File: config.mk
export PLATFORM = sky130hd
export DESIGN_NAME = psc_page_stack
export DESIGN_NICKNAME = d
export VERILOG_FILES = /design/src/core/psc_pkg.sv /design/src/core/psc_page_stack.sv /design/src/core/psc_sfr_decode.sv
export SDC_FILE = /design/constraint.sdc
export NUM_CORES = 1
export LEC_CHECK = 0
export BUFFER_PORTS_ARGS = -buffer_cell sky130_fd_sc_hd__buf_2
export CORE_MARGIN = 5
export CORE_UTILIZATION = 55
export DETAILED_ROUTE_END_ITERATION = 7
export PLACE_DENSITY = 0.91
export SETUP_SLACK_MARGIN = 0.02
export SYNTH_ARGS = -nofsm -noshare
export SYNTH_HDL_FRONTEND = slang
export SYNTH_SLANG_ARGS = --single-unit
File: constraint.sdc
create_clock -name sys_clk -period 2 [get_ports sys_clk]
set_clock_uncertainty 0.2 [all_clocks]
set_input_delay 0.2 -clock sys_clk [delete_from_list [all_inputs] [get_ports sys_clk]]
set_output_delay 0.2 -clock sys_clk [all_outputs]
set_load 0.02 [all_outputs]
File: src/core/psc_pkg.sv
/*
 * Constants and carrier types for the page context stack.
 * Assumes an 8-bit special-function-register space and one core clock.
 */
// Notes on behaviour
// - Page context is three bytes: active page, second entry, third entry.
// - Software access to a stack byte changes that byte only, never moves it.
// - Writing the second-entry register replaces the second stack byte.
// - Reading the second-entry register returns the second byte, no side effect.
// - Interrupt return loads the active page from the second entry.
// - Second entry is 8-bit RW at 0x85 on every page, resets to zero.
package psc_pkg;

    // Register addresses
    localparam logic [7:0] ADDR_SECOND_ENTRY = 8'h85;
    localparam logic [7:0] ADDR_ACTIVE_PAGE  = 8'h86;
    localparam logic [7:0] ADDR_THIRD_ENTRY  = 8'h87;

    // Reset values
    localparam logic [7:0] RST_ACTIVE_PAGE   = 8'h00;
    localparam logic [7:0] RST_SECOND_ENTRY  = 8'h00;
    localparam logic [7:0] RST_THIRD_ENTRY   = 8'h00;
    localparam logic [7:0] RDATA_UNMAPPED    = 8'h00;

    // Stack depth
    localparam int STACK_DEPTH = 3;

    // Decode hit vector positions
    localparam int HIT_ACTIVE = 0;
    localparam int HIT_SECOND = 1;
    localparam int HIT_THIRD  = 2;

    // Software access carrier
    typedef struct packed {
        logic [7:0] addr;
        logic       wr;
        logic       rd;
        logic [7:0] wdata;
    } psc_sfr_req_t;

    // Core sequencing carrier
    typedef struct packed {
        logic entry;
        logic ret;
    } psc_irq_evt_t;

endpackage

File: src/core/psc_page_stack.sv
/*
 * Three-byte register page context stack with software access.
 * Assumes the core gives one-cycle entry and return pulses on sys_clk,
 * and single-cycle read and write strobes on the register port.
 */
`timescale 1ns/1ps

module psc_page_stack
#(
    parameter int DATA_W = 8
)
(
    // Clock and reset
    input  wire logic                  sys_clk,
    input  wire logic                  sys_rst,
    // Register port
    input  wire psc_pkg::psc_sfr_req_t sfr_req,
    output logic [DATA_W-1:0]          sfr_rdata,
    // Core interrupt sequencing
    input  wire psc_pkg::psc_irq_evt_t irq_evt,
    // Current page to the register decode of the core
    output logic [DATA_W-1:0]          active_register_page
);

    // Elaboration check: the stack bytes are exactly one register wide
    if (DATA_W != 8)
    begin : g_width_check
        $error("psc_page_stack supports DATA_W of 8 only");
    end

    logic [psc_pkg::STACK_DEPTH-1:0] hit;
    logic                            push;
    logic                            pop;
    logic [DATA_W-1:0]               active_ff;
    logic [DATA_W-1:0]               second_ff;
    logic [DATA_W-1:0]               third_ff;
    logic [DATA_W-1:0]               rdata_ff;
    logic [DATA_W-1:0]               nxt_active;
    logic [DATA_W-1:0]               nxt_second;
    logic [DATA_W-1:0]               nxt_third;
    logic [DATA_W-1:0]               nxt_rdata;

    // Address decode
    psc_sfr_decode u_decode
    (
        .addr (sfr_req.addr),
        .hit  (hit)
    );

    // Entry wins over a same-cycle return: the new handler must be saved
    assign push = irq_evt.entry;
    assign pop  = irq_evt.ret & ~irq_evt.entry;

    // Stack next state; a stack move takes the cycle, a colliding write is lost
    always_comb
    begin
        nxt_active = active_ff;
        nxt_second = second_ff;
        nxt_third  = third_ff;
        if (push)
        begin
            nxt_third  = second_ff;
            nxt_second = active_ff;
        end
        else if (pop)
        begin
            nxt_active = second_ff;
            nxt_second = third_ff;
        end
        else if (sfr_req.wr)
        begin
            // Each write touches only its own byte
            if (hit[psc_pkg::HIT_ACTIVE])
            begin
                nxt_active = sfr_req.wdata;
            end
            if (hit[psc_pkg::HIT_SECOND])
            begin
                nxt_second = sfr_req.wdata;
            end
            if (hit[psc_pkg::HIT_THIRD])
            begin
                nxt_third = sfr_req.wdata;
            end
        end
    end

    // Stack registers, three bytes deep
    always_ff @(posedge sys_clk)
    begin
        if (sys_rst)
        begin
            active_ff <= psc_pkg::RST_ACTIVE_PAGE;
            second_ff <= psc_pkg::RST_SECOND_ENTRY;
            third_ff  <= psc_pkg::RST_THIRD_ENTRY;
        end
        else
        begin
            active_ff <= nxt_active;
            second_ff <= nxt_second;
            third_ff  <= nxt_third;
        end
    end

    // Read data; reads have no effect on the stack
    always_comb
    begin
        nxt_rdata = rdata_ff;
        if (sfr_req.rd)
        begin
            if (hit[psc_pkg::HIT_SECOND])
            begin
                nxt_rdata = second_ff;
            end
            else if (hit[psc_pkg::HIT_ACTIVE])
            begin
                nxt_rdata = active_ff;
            end
            else if (hit[psc_pkg::HIT_THIRD])
            begin
                nxt_rdata = third_ff;
            end
            else
            begin
                nxt_rdata = psc_pkg::RDATA_UNMAPPED;
            end
        end
    end

    // Read data register holds until the next read
    always_ff @(posedge sys_clk)
    begin
        if (sys_rst)
        begin
            rdata_ff <= psc_pkg::RDATA_UNMAPPED;
        end
        else
        begin
            rdata_ff <= nxt_rdata;
        end
    end

    assign sfr_rdata            = rdata_ff;
    assign active_register_page = active_ff;

    // Checks on the stack behaviour
    a_push_shift_down: assert property (
        @(posedge sys_clk) disable iff (sys_rst)
        irq_evt.entry |=> (third_ff == $past(second_ff)) && (second_ff == $past(active_ff))
    ) else $error("push did not shift the stack");

    a_pop_load_page: assert property (
        @(posedge sys_clk) disable iff (sys_rst)
        (irq_evt.ret && !irq_evt.entry) |=> active_register_page == $past(second_ff)
    ) else $error("return did not load active page from second entry");

    a_pop_shift_up: assert property (
        @(posedge sys_clk) disable iff (sys_rst)
        (irq_evt.ret && !irq_evt.entry) |=> second_ff == $past(third_ff)
    ) else $error("return did not move third entry into second");

    a_stack_idle_hold: assert property (
        @(posedge sys_clk) disable iff (sys_rst)
        (!irq_evt.entry && !irq_evt.ret && !sfr_req.wr)
        |=> $stable(active_ff) && $stable(second_ff) && $stable(third_ff)
    ) else $error("stack changed without an interrupt event or write");

    a_write_second_byte: assert property (
        @(posedge sys_clk) disable iff (sys_rst)
        (sfr_req.wr && sfr_req.addr == psc_pkg::ADDR_SECOND_ENTRY && !irq_evt.entry && !irq_evt.ret)
        |=> second_ff == $past(sfr_req.wdata)
    ) else $error("write did not update second entry");

    a_write_no_move: assert property (
        @(posedge sys_clk) disable iff (sys_rst)
        (sfr_req.wr && sfr_req.addr == psc_pkg::ADDR_SECOND_ENTRY && !irq_evt.entry && !irq_evt.ret)
        |=> $stable(active_ff) && $stable(third_ff)
    ) else $error("write to second entry disturbed other bytes");

    a_read_second_byte: assert property (
        @(posedge sys_clk) disable iff (sys_rst)
        (sfr_req.rd && sfr_req.addr == psc_pkg::ADDR_SECOND_ENTRY)
        |=> sfr_rdata == $past(second_ff)
    ) else $error("read of second entry returned wrong value");

    a_reset_second_zero: assert property (
        @(posedge sys_clk)
        sys_rst |=> second_ff == psc_pkg::RST_SECOND_ENTRY
    ) else $error("second entry not zero after reset");

    a_push_pop_restore: assert property (
        @(posedge sys_clk) disable iff (sys_rst)
        (irq_evt.entry ##1 (irq_evt.ret && !irq_evt.entry)) |=> active_ff == $past(active_ff, 2)
    ) else $error("entry then return did not restore the page");

    a_push_keep_active: assert property (
        @(posedge sys_clk) disable iff (sys_rst)
        irq_evt.entry |=> $stable(active_ff)
    ) else $error("entry changed the active page");

    a_pop_keep_third: assert property (
        @(posedge sys_clk) disable iff (sys_rst)
        (irq_evt.ret && !irq_evt.entry) |=> $stable(third_ff)
    ) else $error("return changed the third entry");

    a_write_third_byte: assert property (
        @(posedge sys_clk) disable iff (sys_rst)
        (sfr_req.wr && sfr_req.addr == psc_pkg::ADDR_THIRD_ENTRY && !irq_evt.entry && !irq_evt.ret)
        |=> (third_ff == $past(sfr_req.wdata)) && $stable(active_ff) && $stable(second_ff)
    ) else $error("write to third entry went astray");

    a_write_active_byte: assert property (
        @(posedge sys_clk) disable iff (sys_rst)
        (sfr_req.wr && sfr_req.addr == psc_pkg::ADDR_ACTIVE_PAGE && !irq_evt.entry && !irq_evt.ret)
        |=> (active_ff == $past(sfr_req.wdata)) && $stable(second_ff) && $stable(third_ff)
    ) else $error("write to active page went astray");

    a_read_third_byte: assert property (
        @(posedge sys_clk) disable iff (sys_rst)
        (sfr_req.rd && sfr_req.addr == psc_pkg::ADDR_THIRD_ENTRY)
        |=> sfr_rdata == $past(third_ff)
    ) else $error("read of third entry returned wrong value");

    a_read_active_byte: assert property (
        @(posedge sys_clk) disable iff (sys_rst)
        (sfr_req.rd && sfr_req.addr == psc_pkg::ADDR_ACTIVE_PAGE)
        |=> sfr_rdata == $past(active_ff)
    ) else $error("read of active page returned wrong value");

    // Only the three stack addresses answer; anything else reads as zero
    a_read_unmapped_zero: assert property (
        @(posedge sys_clk) disable iff (sys_rst)
        (sfr_req.rd && sfr_req.addr != psc_pkg::ADDR_ACTIVE_PAGE
            && sfr_req.addr != psc_pkg::ADDR_SECOND_ENTRY && sfr_req.addr != psc_pkg::ADDR_THIRD_ENTRY)
        |=> sfr_rdata == psc_pkg::RDATA_UNMAPPED
    ) else $error("read of unmapped address returned data");

    a_rdata_hold: assert property (
        @(posedge sys_clk) disable iff (sys_rst)
        !sfr_req.rd |=> $stable(sfr_rdata)
    ) else $error("read data changed without a read");

endmodule

File: src/core/psc_sfr_decode.sv
/*
 * Address decoder for the three stack bytes.
 * Assumes the address is presented synchronous to the core clock.
 */
`timescale 1ns/1ps

module psc_sfr_decode
(
    // Address in
    input  wire logic [7:0]                      addr,
    // One-hot hit out, one bit per stack byte
    output logic      [psc_pkg::STACK_DEPTH-1:0] hit
);

    // Page never enters decode, so the stack bytes answer on every page
    always_comb
    begin
        hit                      = '0;
        hit[psc_pkg::HIT_ACTIVE] = (addr == psc_pkg::ADDR_ACTIVE_PAGE);
        hit[psc_pkg::HIT_SECOND] = (addr == psc_pkg::ADDR_SECOND_ENTRY);
        hit[psc_pkg::HIT_THIRD]  = (addr == psc_pkg::ADDR_THIRD_ENTRY);
    end

endmodule

# After elaboration in Yosys (flattened, before gate mapping)
# Index checks and enable logic that the tools add are counted.
totals:
  regBits: 32
  latch_bits: 0
  ramBits: 0
  romBits: 0
  inputBits: 22
  out_inout_bits: 16
  word_cells: 33
  n_memories: 0
classes:
  n_addsub: 0
  mul: 0
  n_div: 0
  magnitude_cmp: 0
  eq_ne: 4
  shifts: 0
  muxes: 14
  bitwise_logic: 2
  reduce_logical: 9
ops:
  columns: ["operator", "count"]
  rows:
  - ["8-bit 2-to-1 mux", 14]
  - ["8-bit equality test, second input constant", 3]
  - ["2-bit nonzero test", 4]
  - ["3-bit AND reduction", 2]
  - ["3-bit nonzero test", 2]
  - ["2-bit != test, second input constant", 1]
  - ["2-bit AND reduction", 1]
  - ["1-bit bitwise AND", 1]
  - ["1-bit NOT", 1]

# Longest topological paths before layout
depth:
  depth_word: 5
  depth_mapped: 6
  depth_no_buf: 3

# By module
# A second synthesis with hierarchy kept.
hier_totals:
  cells_unflattened: 200
  area_unflattened_um2: 1740.4
by_module_without_submodules:
  columns: ["mod", "instances", "cells_each", "area_per_inst_um2", "seq_area_each_um2"]
  rows:
  - ["psc_page_stack", 1, 193, 1686.6, 640.6]
  - ["psc_sfr_decode", 1, 7, 53.8, 0.0]

# Worst setup path after synthesis
# Ideal clock, no wire load.
synth_path:
  path_kind: "in2reg"
  start: "in sfr_req[15] (netlist name)"
  end: "reg second_ff[0]"
  setup_ns: 0.123
  t_arrival_ns: 1.391
  required_time_ns: 1.677
  path_slack_ns: 0.287
  path_stages: 5
  path_buffers: 2
  cell_sequence: "or4b_1 buf_2 o31a_1 buf_6 mux2i_1"
synth_between:
  elab_chain_len: 3
synth_lines:
  columns: ["item", "line_no", "text"]
  rows:
  - ["start, declared", "psc_page_stack.sv:17", "input wire psc_pkg::psc_sfr_req_t sfr_req,"]
  - ["8-bit equality test", "psc_sfr_decode.sv:20", "hit[psc_pkg::HIT_SECOND] = (addr == psc_pkg::ADDR_SECOND_ENTRY);"]
  - ["3-bit nonzero test (no source line)", null, null]
  - ["2-bit AND reduction (no source line)", null, null]
  - ["end signal, assigned", "psc_page_stack.sv:94", "second_ff <= psc_pkg::RST_SECOND_ENTRY;"]
  - ["end signal, assigned", "psc_page_stack.sv:100", "second_ff <= nxt_second;"]
  - ["end, declared", "psc_page_stack.sv:35", "logic [DATA_W-1:0] second_ff;"]
# Every way passes these cells.
# A chain may end at the register's enable or synchronous reset.

==> results.toml <==
[sta]
fin_crit_ns = 1.683
max_freq_ghz = 0.5942
slew_headroom_pct = 57.61
hold_viol = 0
setup_tns_ns = 0
report.final.slew_viol_count = 0
setup_viol = 0
period_share_pct = 84.14
worstMarginPinSlew_ns = 0.6358
rsz0062_at_grt = "no"
worst_slack_ns = 0.3171
worst_hold_slack_ns = 0.01323

[route]
dr_wl_met3_um = 453
routed_via_density = 6.032
first_pass_iters = 4
avgRoutedWirePerCell_um = 16.84
wl_um = 5321
drt_iter0_markers = 314
drc = 0
met1Wirelength_um = 2198
wl_met2_um = 2565
ant_nets = 0
route.top_layer_used = "met4"
vias = 1906

[floorplan]
initial_utilization_pct = 57.22
num_rows = 21
dieArea_um2 = 4782
io_pins = 38
coreArea_um2 = 3363
die_h_um = 69.15
die_x_um = 69.15

[synth]
synth_fp_nets = 249
syn_area_per_cell_um2 = 8.477
async_flop_share_pct = 0
synth_seq_area_share_pct = 33.29
ys_warn_count = 0
synth_seq_cells = 32
syn_area_um2 = 1924
synthFlopType = "dfxtp_1"
synth_edf_count = 0
syn_inst = 227
synth.distinct_cells = 35

[power_and_ir_drop]
p_total_mw = 1.357
cellPowerDensity_nw_per_um2 = 587.2
p_leak_nw = 0.9368
vdd_ir_drop_max_mv = 0.4802

[clock_tree]
clk_pin_slew_ns = 0.09
htree_levels = 2
cts_tree = "built"
ctsHoldBuffers = 8
cts.sinks = 32
cts_resized = 0
cts_buffer_depth = 2
cts-root-buf = "clkbuf_4"
cts_buffers = 5
clk_latency_ns = 0.35
postCtsSetupBuffers = 0

[setup_path]
startpoint_type = "primary input"
path_max_fanout = 36
criticalPathCategory = "in2reg"
cp.arrival_ns = 1.73
required_ns = 2.05
end_kind = "flop"

[final_layout]
n_fill_cell = 308
final_net_count = 291
drive_gt1_share_pct = 28.89
area_growth_pct = 20.09
final_util_pct = 68.71
fin_area_um2 = 2311
stdcell_count = 316
diodes = 0

[placement]
routabilityCongestion = 0.7842
pre_cts_slack_ns = 0.1164
port_buffers = 37
dp_hpwl_um = 3378
dpl_cell_area_um2 = 2172
dp.cells = 300

[flow_run]
cap_violations = 0

[min_path]
hold_class = "in2reg"

[global_routing]
grt_usage_pct = 23.37
gr-total-overflow = 0
grt_pass1_wl_um = 9080
grt_max_degree = 37
grt_antenna_before_repair = 0
grt_pass1_vias = 1837

[run_status]
status = "complete, no violations"
## final cells by class
| class | count | area, um^2 | area share (%) |
|---|---|---|---|
| Multi-Input combinational cell | 169 | 1175 | 50.84 |
| Sequential cell | 32 | 640.6 | 27.72 |
| Timing Repair Buffer | 56 | 360.3 | 15.59 |
| Clock buffer | 8 | 58.81 | 2.545 |
| Tap cell | 46 | 57.56 | 2.491 |
| Inverter | 5 | 18.77 | 0.8121 |
## final timing paths
| kind | start | to | slack (ns) | depth (start not counted) |
|---|---|---|---|---|
| worst min register to register | sfr_rdata[1] | sfr_rdata[1] | 0.26 | 2 |
| worst max-delay path | sys_rst | third_ff[3] | 0.32 | 6 |
| worst max register to register | third_ff[3] | third_ff[3] | 0.74 | 3 |
| worst min-delay path | sfr_req[3] | third_ff[3] | 0.01 | 3 |
## state kept, by name, summed over array words and instances (netlist names)
name	count
sfr_rdata	8
second_ff	8
active_register_page	8
third_ff	8
## per-layer routing
layer / vias to the layer above / global-route usage [%]
li1: 918 / -
met1: 878 / 29.96
met2: 101 / 37.18
met3: 9 / 6.831
met4: 0 / 8.243
met5: - / 0
## critical path, cell delays in order
cell and delay, ns:
dlygate4sd3_1 0.52, buf_2 0.15, clkinv_1 0.06, buf_4 0.32, o21ai_0 0.19, a211oi_1 0.29
## layout by cell type (no fill, tap or decap), types with 4 or more instances in the layout
cell | netlist | final
buf_2 | 3 | 37
dfxtp_1 | 32 | 32
nand2_1 | 28 | 28
nand2b_1 | 16 | 16
mux2_2 | 14 | 14
mux2i_1 | 14 | 14
nor2_1 | 10 | 10
buf_4 | 0 | 10
a22oi_1 | 8 | 8
nor3_1 | 8 | 8
o31ai_1 | 8 | 8
o211ai_1 | 8 | 8
o21ai_0 | 8 | 8
or2_2 | 8 | 8
a41oi_1 | 8 | 8
a211oi_1 | 8 | 8
dlygate4sd3_1 | 0 | 8
clkbuf_4 | 0 | 5
inv_1 | 4 | 4
a31oi_1 | 4 | 4
## cells by family after synthesis
group	Yosys count	synth area share, %
buffers and inverters	26	5.656
AO/OA/AOI/OAI	56	21.85
multiplexers	28	15.47
AND/OR/NAND/NOR	85	23.73
flip-flops	32	33.29
## synth_stat cells (2+ instances only)
| cell type | instances | area, um^2 |
|---|---|---|
| o31ai_1 | 8 | 60.06 |
| nor3_1 | 8 | 40.04 |
| nand4_1 | 2 | 12.51 |
| o21ai_0 | 8 | 40.04 |
| inv_1 | 4 | 15.01 |
| or2_2 | 8 | 50.05 |
| mux2_2 | 14 | 157.7 |
| mux2i_1 | 14 | 140.1 |
| a31oi_1 | 4 | 25.02 |
| nand2b_1 | 16 | 100.1 |
| nor2_1 | 10 | 37.54 |
| a311o_1 | 2 | 20.02 |
| and2_1 | 2 | 12.51 |
| dfxtp_1 | 32 | 640.6 |
| nor2b_1 | 2 | 12.51 |
| nor3b_1 | 2 | 15.01 |
| o211ai_1 | 8 | 60.06 |
| a22oi_1 | 8 | 60.06 |
| clkbuf_1 | 16 | 60.06 |
| a41oi_1 | 8 | 70.07 |
| nand2_1 | 28 | 105.1 |
| a211oi_1 | 8 | 60.06 |
| buf_2 | 3 | 15.01 |
## power by group
group	internal (mW)	total, mW	switching (mW)
Sequential	0.666	0.692	0.0256
Clock	0.173	0.403	0.230
Combinational	0.124	0.263	0.138
Total	0.964	1.36	0.393
(Power assumes the default switching activity.)
